$ cat src/ofd_defines.svh
// Register offsets, field positions, reset values for the output loop divider control
`ifndef OFD_DEFINES_SVH
`define OFD_DEFINES_SVH

// ==========================================================
// Register offsets
`define OFD_ADDR_FB_COUNTS   10'h0F1
`define OFD_ADDR_LOOP_CTL    10'h0F2

// ==========================================================
// Feedback divider field positions
`define OFD_SWALLOW_HI       7
`define OFD_SWALLOW_LO       6
`define OFD_PRESCALE_HI      5
`define OFD_PRESCALE_LO      0

// ==========================================================
// Control field positions
`define OFD_CTL_LOCK_PD      7
`define OFD_CTL_RSVD         6
`define OFD_CTL_DBL_EN       5
`define OFD_CTL_ABL_MANUAL   4
`define OFD_CTL_ABL_HI       3
`define OFD_CTL_ABL_LO       2
`define OFD_CTL_CP_HI        1
`define OFD_CTL_CP_LO        0

// ==========================================================
// Reset values
`define OFD_FB_RESET         8'h07
`define OFD_CTL_RESET        8'h0B

`endif

$ cat src/ofd_pkg.sv
// Types shared by the output loop divider control block
package ofd_pkg;

	typedef enum logic [1:0] {
		ABL_MINIMUM = 2'h0,
		ABL_LOW     = 2'h1,
		ABL_HIGH    = 2'h2,
		ABL_MAXIMUM = 2'h3
	} ofd_abl_t;

	typedef enum logic [1:0] {
		CP_TRISTATE  = 2'h0,
		CP_PUMP_UP   = 2'h1,
		CP_PUMP_DOWN = 2'h2,
		CP_NORMAL    = 2'h3
	} ofd_cp_t;

	// Settings driven into the analog loop
	typedef struct packed {
		logic       lock_det_pd;
		logic       dbl_en;
		ofd_abl_t   abl_period;
		ofd_cp_t    cp_mode;
		logic [7:0] feedback_n;
		logic       pair_legal;
	} ofd_loop_ctl_t;

	// Register write/read port from the serial control port
	typedef struct packed {
		logic [9:0] addr;
		logic       wr;
		logic       rd;
		logic [7:0] wdata;
	} ofd_reg_req_t;

	typedef struct packed {
		logic [7:0] fb_reg;
		logic [7:0] ctl_reg;
		logic       fb_sync0;
		logic       fb_sync1;
		logic       fb_prev;
		logic [7:0] cnt;
		logic       div_pulse;
		logic [7:0] rdata;
	} ofd_state_t;

endpackage

$ cat src/ofd_top.sv
// Output loop feedback divider and control registers
`include "ofd_defines.svh"

// ==========================================================
// Summary of operation
// Feedback divides by N equal four times prescaler plus swallow count.
// Software programs only legal prescaler and swallow count pairs.
// Control bit 7 set powers down the lock detector.
// Software keeps control bit 6 at zero always.
// Control bit 5 set doubles the loop reference frequency.
// Control bit 4 clear picks antibacklash automatically; set uses field.
// Antibacklash field: minimum, low, high, maximum; resets to high.
// Pump mode: tristate, up, down, normal; resets to normal.
module ofd_top (
	input  wire logic                   clock,
	input  wire logic                   rst,
	input  wire ofd_pkg::ofd_reg_req_t  reg_req,
	output logic [7:0]                  reg_rdata,
	input  wire logic                   fb_clk_in,
	output logic                        fb_div_out,
	output ofd_pkg::ofd_loop_ctl_t      loop_ctl
);

	// ==========================================================
	// Helpers
	function automatic logic [7:0] ofd_n(input logic [7:0] fb);
		logic [9:0] wide;
		wide = {2'h0, fb[`OFD_PRESCALE_HI:`OFD_PRESCALE_LO], 2'h0}
			+ {8'h00, fb[`OFD_SWALLOW_HI:`OFD_SWALLOW_LO]};
		return wide[7:0];
	endfunction

	// B below three has no legal swallow count
	function automatic logic ofd_legal(input logic [7:0] fb);
		logic [5:0] b;
		logic [1:0] a;
		b = fb[`OFD_PRESCALE_HI:`OFD_PRESCALE_LO];
		a = fb[`OFD_SWALLOW_HI:`OFD_SWALLOW_LO];
		if (b < 6'h03) begin
			return 1'b0;
		end else if (b == 6'h03) begin
			return a == 2'h0;
		end else if (b == 6'h04) begin
			return a <= 2'h1;
		end else if (b <= 6'h06) begin
			return a <= 2'h2;
		end
		return 1'b1;
	endfunction

	ofd_pkg::ofd_state_t state_reg;
	ofd_pkg::ofd_state_t state_next;
	logic [7:0]          n_val;
	logic                fb_rise;
	logic [8:0]          cnt_inc;

	assign n_val   = ofd_n(state_reg.fb_reg);
	assign fb_rise = state_reg.fb_sync1 & ~state_reg.fb_prev;
	assign cnt_inc = {1'b0, state_reg.cnt} + 9'h001;

	// ==========================================================
	// Next state
	always_comb begin
		state_next           = state_reg;
		state_next.fb_sync0  = fb_clk_in;
		state_next.fb_sync1  = state_reg.fb_sync0;
		state_next.fb_prev   = state_reg.fb_sync1;
		state_next.div_pulse = 1'b0;

		if (reg_req.wr) begin
			if (reg_req.addr == `OFD_ADDR_FB_COUNTS) begin
				state_next.fb_reg = reg_req.wdata;
			end
			// Bit 6 stored as written; software must keep it zero
			if (reg_req.addr == `OFD_ADDR_LOOP_CTL) begin
				state_next.ctl_reg = reg_req.wdata;
			end
		end

		if (reg_req.rd) begin
			unique case (reg_req.addr)
				`OFD_ADDR_FB_COUNTS: state_next.rdata = state_reg.fb_reg;
				`OFD_ADDR_LOOP_CTL:  state_next.rdata = state_reg.ctl_reg;
				default:             state_next.rdata = 8'h00;
			endcase
		end

		// Divide by N
		// Counter restarts on a new N so a shrinking divisor never strands it
		if (reg_req.wr && reg_req.addr == `OFD_ADDR_FB_COUNTS) begin
			state_next.cnt = 8'h00;
		end else if (fb_rise) begin
			if (cnt_inc >= {1'b0, n_val}) begin
				state_next.cnt       = 8'h00;
				state_next.div_pulse = 1'b1;
			end else begin
				state_next.cnt = cnt_inc[7:0];
			end
		end
	end

	always_ff @(posedge clock or posedge rst) begin
		if (rst) begin
			state_reg           <= '0;
			state_reg.fb_reg    <= `OFD_FB_RESET;
			state_reg.ctl_reg   <= `OFD_CTL_RESET;
		end else begin
			state_reg <= state_next;
		end
	end

	// ==========================================================
	// Outputs
	assign reg_rdata  = state_reg.rdata;
	assign fb_div_out = state_reg.div_pulse;

	always_comb begin
		// Decoded straight from register flops, no added latency
		loop_ctl = '0;
		// Lock detector power-down
		loop_ctl.lock_det_pd = state_reg.ctl_reg[`OFD_CTL_LOCK_PD];
		// Reference doubler
		loop_ctl.dbl_en      = state_reg.ctl_reg[`OFD_CTL_DBL_EN];
		// Auto mode holds the high period, the safe choice at any rate
		// Field codes
		if (state_reg.ctl_reg[`OFD_CTL_ABL_MANUAL]) begin
			loop_ctl.abl_period =
				ofd_pkg::ofd_abl_t'(state_reg.ctl_reg[`OFD_CTL_ABL_HI:`OFD_CTL_ABL_LO]);
		end else begin
			loop_ctl.abl_period = ofd_pkg::ABL_HIGH;
		end
		// Charge pump mode
		loop_ctl.cp_mode =
			ofd_pkg::ofd_cp_t'(state_reg.ctl_reg[`OFD_CTL_CP_HI:`OFD_CTL_CP_LO]);
		loop_ctl.feedback_n = n_val;
		// Pair check for software
		loop_ctl.pair_legal = ofd_legal(state_reg.fb_reg);
	end
endmodule

$ cat config.mk
export PLATFORM = sky130hd
export DESIGN_NAME = ofd_top
export DESIGN_NICKNAME = d
export VERILOG_FILES = /design/src/ofd_pkg.sv /design/src/ofd_top.sv
export VERILOG_INCLUDE_DIRS = /design/src
export SDC_FILE = /design/constraint.sdc
export NUM_CORES = 1
export LEC_CHECK = 0
export ABC_AREA = 1
export BUFFER_PORTS_ARGS = -buffer_cell sky130_fd_sc_hd__buf_2
export CAP_MARGIN = 20
export CORE_MARGIN = 1.5
export CORE_UTILIZATION = 54
export CTS_BUF_LIST = sky130_fd_sc_hd__clkbuf_16
export CTS_CLUSTER_SIZE = 28
export DETAILED_ROUTE_END_ITERATION = 8
export GPL_TIMING_DRIVEN = 0
export PLACE_DENSITY = 0.79
export SLEW_MARGIN = 40
export SYNTH_ARGS = -nofsm -noshare
export SYNTH_HDL_FRONTEND = slang
export SYNTH_SLANG_ARGS = --single-unit
export TNS_END_PERCENT = 1
$ cat constraint.sdc
create_clock -name clock -period 2.4 [get_ports clock]
set_clock_uncertainty 0.1 [all_clocks]
set_input_delay 0.48 -clock clock [delete_from_list [all_inputs] [get_ports clock]]
set_output_delay 0.48 -clock clock [all_outputs]
set_load 0.005 [all_outputs]
# --- Word level (Yosys, flattened, before mapping) ---
# Index checks and enable logic that the tools add are counted.
word_totals:
  word_cells: 42
  ram_bits: 0
  ff_bits: 36
  mem_bits_ro: 0
  in_bits: 23
  latchBits: 0
  n_memories: 0
op_classes:
  bitwise: 2
  muxes: 16
  n_shift: 0
  div_mod_pow: 0
  mul: 0
  magnitude_cmp: 5
  add_sub_neg: 2
  n_eq_ne: 4
  n_reduce_logical: 5
op_table:
  columns: ["operator", "count"]
  rows:
  - ["== test 10 x 8 -> 1 bit, second input constant", 2]
  - ["two-way mux 8 bit", 2]
  - ["case mux 8 bit (2 select lines)", 1]
  - ["two-way mux 1 bit", 11]
  - ["adder 8 x 1 -> 9 bit, second input constant", 1]
  - [">= comparator 9 x 8 -> 1 bit", 1]
  - ["two-way mux 9 bit", 1]
  - ["adder 8 x 2 -> 8 bit", 1]
  - ["== test 6 x 2 -> 1 bit, second input constant", 1]
  - ["== test 6 x 3 -> 1 bit, second input constant", 1]
  - ["less-or-equal comparator 6 x 3 -> 1 bit, second input constant", 1]
  - ["< comparator 6 x 2 -> 1 bit, second input constant", 1]
  - ["AND reduction 2 bit", 2]
  - ["less-or-equal comparator 2 x 1 -> 1 bit, second input constant", 1]
  - ["less-or-equal comparator 2 bit, second input constant", 1]
  - ["zero test 2 bit", 1]
  - ["two-way mux 2 bit", 1]
  - ["nonzero test 2 bit", 1]
  - ["bitwise AND 1 bit", 1]
  - ["logical AND 1 bit", 1]
  - ["NOT 1 bit", 1]

# --- Depth between registers and ports, before layout ---
logic_depth:
  ltp_word: 6
  mapped_depth: 15
  mapped_depth_nobuf: 15

# --- Worst setup path before layout ---
# No wires, ideal clock.
synth_path:
  path_kind: "flip-flop to flip-flop"
  start: "reg state_reg[9] (netlist bit)"
  end: "reg state_reg[10] (netlist bit)"
  t_arrival_ps: 1802
  slack_ps: 381
  required_ps: 2183
  path_stages_with_launch: 15
  path_buffers: 0
  cell_sequence: "dfrtp_1 ha_1 nand3_2 xor2_1 inv_1 ha_1 nand2_1 nor2_1 nand2_1 nand3_1 nand2_1 nand2_1 nand2_2 nand3_1 nand2_1"
synth_via:
  elab_chain_cells: 5
synth_lines:
  columns: ["element", "line_no", "source"]
  rows:
  - ["from (decl)", "ofd_top.sv:51", "ofd_pkg::ofd_state_t state_reg;"]
  - ["from (signal assigned)", "ofd_top.sv:108", "state_reg <= state_next;"]
  - ["adder 8 x 1 -> 9 bit (*)", "ofd_top.sv:59", "assign cnt_inc = {1'b0, state_reg.cnt} + 9'h001;"]
  - [">= comparator 9 x 8 -> 1 bit", "ofd_top.sv:93", "if (cnt_inc >= {1'b0, n_val}) begin"]
  - ["two-way mux 8 bit (*)", "ofd_top.sv:93", null]
  - ["two-way mux 9 bit (*)", "ofd_top.sv:92", "end else if (fb_rise) begin"]
  - ["two-way mux 8 bit (*)", "ofd_top.sv:90", "if (reg_req.wr && reg_req.addr == `OFD_ADDR_FB_COUNTS) begin"]
# Mark *: on every way between the ends. The rest lies on a longest branch, timed or not. The select of a mux whose other input is x is not followed.
# A chain may end at the register's enable or synchronous reset.

# --- Worst setup path in the final report ---
layout_path:
  start: "reg state_reg[9] (netlist bit)"
  end: "reg state_reg[11] (netlist bit)"
# The elaborated chain is that of the path after synthesis.

==> run summary <==
### Logic synthesis
- 308 — Synth Net Count
- 40.8% — register area share after synthesis
- 8.06 um^2 — average size of a mapped cell
- 276 — number of cells produced by synthesis
- 2230 um^2 — summed instance area of the synthesized netlist
- 36 — FF+latch count, synth
- 28 — Synth cell types
- 0 — Yosys warnings

### Floorplanning
- 23 — standard-cell row count
- 56.0% — effective utilization at floorplan
- 67.2 um — height of the chip
- 47 — Top-Level Pins
- 3970 um^2 — placeable core region
- 4520 um^2 — Die ar.
- 67.2 um — Die Span X

### Power and ir drop
- 598 nW/um^2 — power per unit of standard cell area
- 0.000472 V — worst vdd rail ir drop
- 0.00151 uW — leakage power of the design
- 1620 uW — overall power consumption

### Routing
- 0 — antenna-violating nets left
- 113 — number of design-rule violations left by the first detailed-router iteration
- 11.4 um — Routed WL per cell
- 4340 um — Total Routed Length
- 1829 — overall via count from detail_route
- 0 — final routed DRC violation total
- 4.81 — vias per cell
- 4 — total iterations of the first detailed-routing run

### Timing
- 0.466 GHz — Max Fclk
- 60.8% — worst-case headroom to the max-slew limit
- 2.14 ns — shortest period the worst path allows
- 0.588 ns — actual transition at the worst max-transition pin
- 0 — final number of hold-violating endpoints
- 0 ns — sum of negative setup slack
- 89.4% — Period Utilization, post-route
- 0 — final setup violation count
- 0.255 ns — final worst setup slack
- false — unrepaired setup endpoints after global routing
- 0 — total count of max-transition violations in the final report

### Placed design
- 45 — number of port buffers
- 0.914 — GPL Wtd Cong
- 0.169 ns — worst setup timing slack at the placement stage
- 3180 um — HPWL after detailed placement

### Layout
- 0 — # diodes
- 68.0% — Layout Utilization
- 21.3% — area growth from synthesis to layout
- 361 — net count reported at finish
- 35.8% — proportion of layout cells with a drive suffix above 1
- 21 — max reg flops

### Job
- 0 — # Max-Cap Violations

### Critical path
- reg2reg — category of the critical setup timing path
- 0.40 ns — Critical Path Max Stage Delay
- nand2_1 — dominant cell type by count on the critical path
- 2.22 ns — data arrival at the endpoint of the critical path
- dfrtp_1 — CP max-delay cell
- 2.47 ns — worst path required time
- flop — nature of the critical path endpoint
- 9 — critical-path maximum fanout
- ha_2 -> nand3_2 -> xor2_2 -> inv_1 -> ha_1 -> nand2_1 -> nor2_1 -> nand2_1 -> nand3_1 -> nand2_1 -> nand2_1 -> nand2_2 -> nand3_1 -> nand2_1 — cell chain of the critical path
- flop — Setup crit start kind

### CTS
- 2 — H-Tree Depth
- clkbuf_16 — cell chosen for the clock root
- done — clock tree from TritonCTS
- 0.28 ns — latest clock arrival within the worst-skew pair
- 36 — Sinks on Clock Net
- 5 — clock buffers created by TritonCTS
- 2 — Max clock buf depth
- 0.05 ns — Reg clk slew, reported paths

### GRT
- 7520 um — first-pass GRT wire length
- 0 — GRT Residual Overflow
- 22.5% — overall fraction of global-route tracks in use
- 1737 — number of global-route vias before repair
- 37 — maximum number of pins on one net before global-route repair
- 0 — initial antenna violation count

### Status
- complete, no violations — status

### Worst hold path
- in2async — path category of the worst min-delay check

-- critical path: cells and delay by family, from the launching register on --
family / cells / cell delay (ns)
XOR/XNOR: 1 / 0.16
adder cells (fa/ha/maj): 2 / 0.51
flip-flops: 1 / 0.40
buffers and inverters: 1 / 0.06
AND/OR/NAND/NOR: 10 / 0.79
-- where the power goes --
part	internal [uW]	switching, uW	leakage (uW)	total (uW)
Combinational	89.8	144	0.000953	234
Clock	487	249	0.0000798	736
Sequential	630	15.8	0.000472	645
-- layout make-up --
| type | count | area [um^2] |
|---|---|---|
| multi-input cells | 167 | 963 |
| flip-flops and latches | 36 | 908 |
| inverters | 50 | 189 |
| plain buffers | 23 | 176 |
| fillers | 325 | 1270 |
| repair buffers | 46 | 233 |
| well taps | 50 | 62.6 |
| clock inverters | 3 | 42.5 |
| clock buffers | 5 | 125 |
-- cells in the final DEF, fill, tap and decap left out --
master / count
nand2_1: 84
inv_1: 48
buf_2: 45
dfrtp_1: 30
buf_4: 21
o21ai_2: 17
nand3_1: 13
nor2_1: 10
o22ai_1: 8
ha_1: 8
dfstp_2: 6
clkbuf_16: 5
nor2_2: 3
nor2_4: 3
nand3_2: 3
a21oi_1: 2
o21ai_0: 2
nand4_1: 2
buf_6: 2
xor2_1: 2
clkinv_2: 2
nor3_2: 1
clkbuf_1: 1
nand2_2: 1
nand4_4: 1
nand2_4: 1
inv_2: 1
nand4_2: 1
xor2_2: 1
a21oi_2: 1
o211ai_1: 1
nor3_1: 1
ha_2: 1
bufinv_16: 1
clkinvlp_4: 1
-- worst paths after layout --
check                           slack, ns  depth (start not counted)             end           start
worst min register to register       0.26                          0  state_next[17]  state_next[18]
worst max-delay path                 0.26                         14   state_reg[11]    state_reg[9]
worst max register to register       0.26                         14   state_reg[11]    state_reg[9]
worst min-delay path                 0.14                          2  state_next[18]             rst
min in group clock                   0.20                          1  state_next[18]       fb_clk_in
max in group asynchronous            1.69                          2   state_reg[30]             rst
-- Yosys cell counts --
library cell | number | area share [%]
nor2_1 | 10 | 1.7
nand4_1 | 2 | 0.56
nor3_1 | 1 | 0.22
inv_1 | 49 | 8.3
o21ai_2 | 17 | 6.7
dfrtp_1 | 30 | 34
ha_1 | 9 | 5.1
xor2_1 | 3 | 1.2
nor3_2 | 1 | 0.45
o211ai_1 | 1 | 0.34
nand4_2 | 1 | 0.56
buf_4 | 20 | 6.7
nor2_4 | 3 | 1.5
clkbuf_1 | 1 | 0.17
a21oi_1 | 2 | 0.45
nand2_2 | 1 | 0.28
nor2_2 | 3 | 0.84
nand3_2 | 3 | 1.3
inv_2 | 1 | 0.17
nand3_1 | 13 | 2.9
dfstp_2 | 6 | 7.1
buf_6 | 2 | 1.0
nand2_4 | 1 | 0.51
a21oi_2 | 1 | 0.39
o21ai_0 | 2 | 0.45
o22ai_1 | 8 | 2.2
nand4_4 | 1 | 0.96
nand2_1 | 84 | 14
-- layer usage --
layer | track usage (%) | vias up | part of all wire, %
li1 | - | 947 | -
met1 | 28.7 | 827 | 45
met2 | 36.8 | 49 | 49
met3 | 6.17 | 6 | 5.1
met4 | 7.91 | 0 | 1.4
met5 | 0 | - | 0
-- stage by stage --
step,cell area [um^2],std cells,hold WS [ns]
floorplan,2230,276,0.231
global placement,2510,371,0.235
detailed placement,2510,371,0.240
CTS,2680,379,0.199
global route,2700,380,0.192
finish,2700,380,0.138
-- logic make-up after synthesis --
group | after synthesis | synth area share [%]
compound gates | 31 | 10.6
xor+xnor | 3 | 1.18
fa+ha+maj | 9 | 5.06
buf+inv | 73 | 16.4
flops | 36 | 40.8
simple gates | 124 | 26.0
-- timing repair --
item / in CTS / in global routing
endpoints found under the setup margin: 0 / 9
hold buffers: 0 / 0
resized for setup: 0 / 2
buffers inserted: 0 / 1
(Power assumes the default switching activity.)
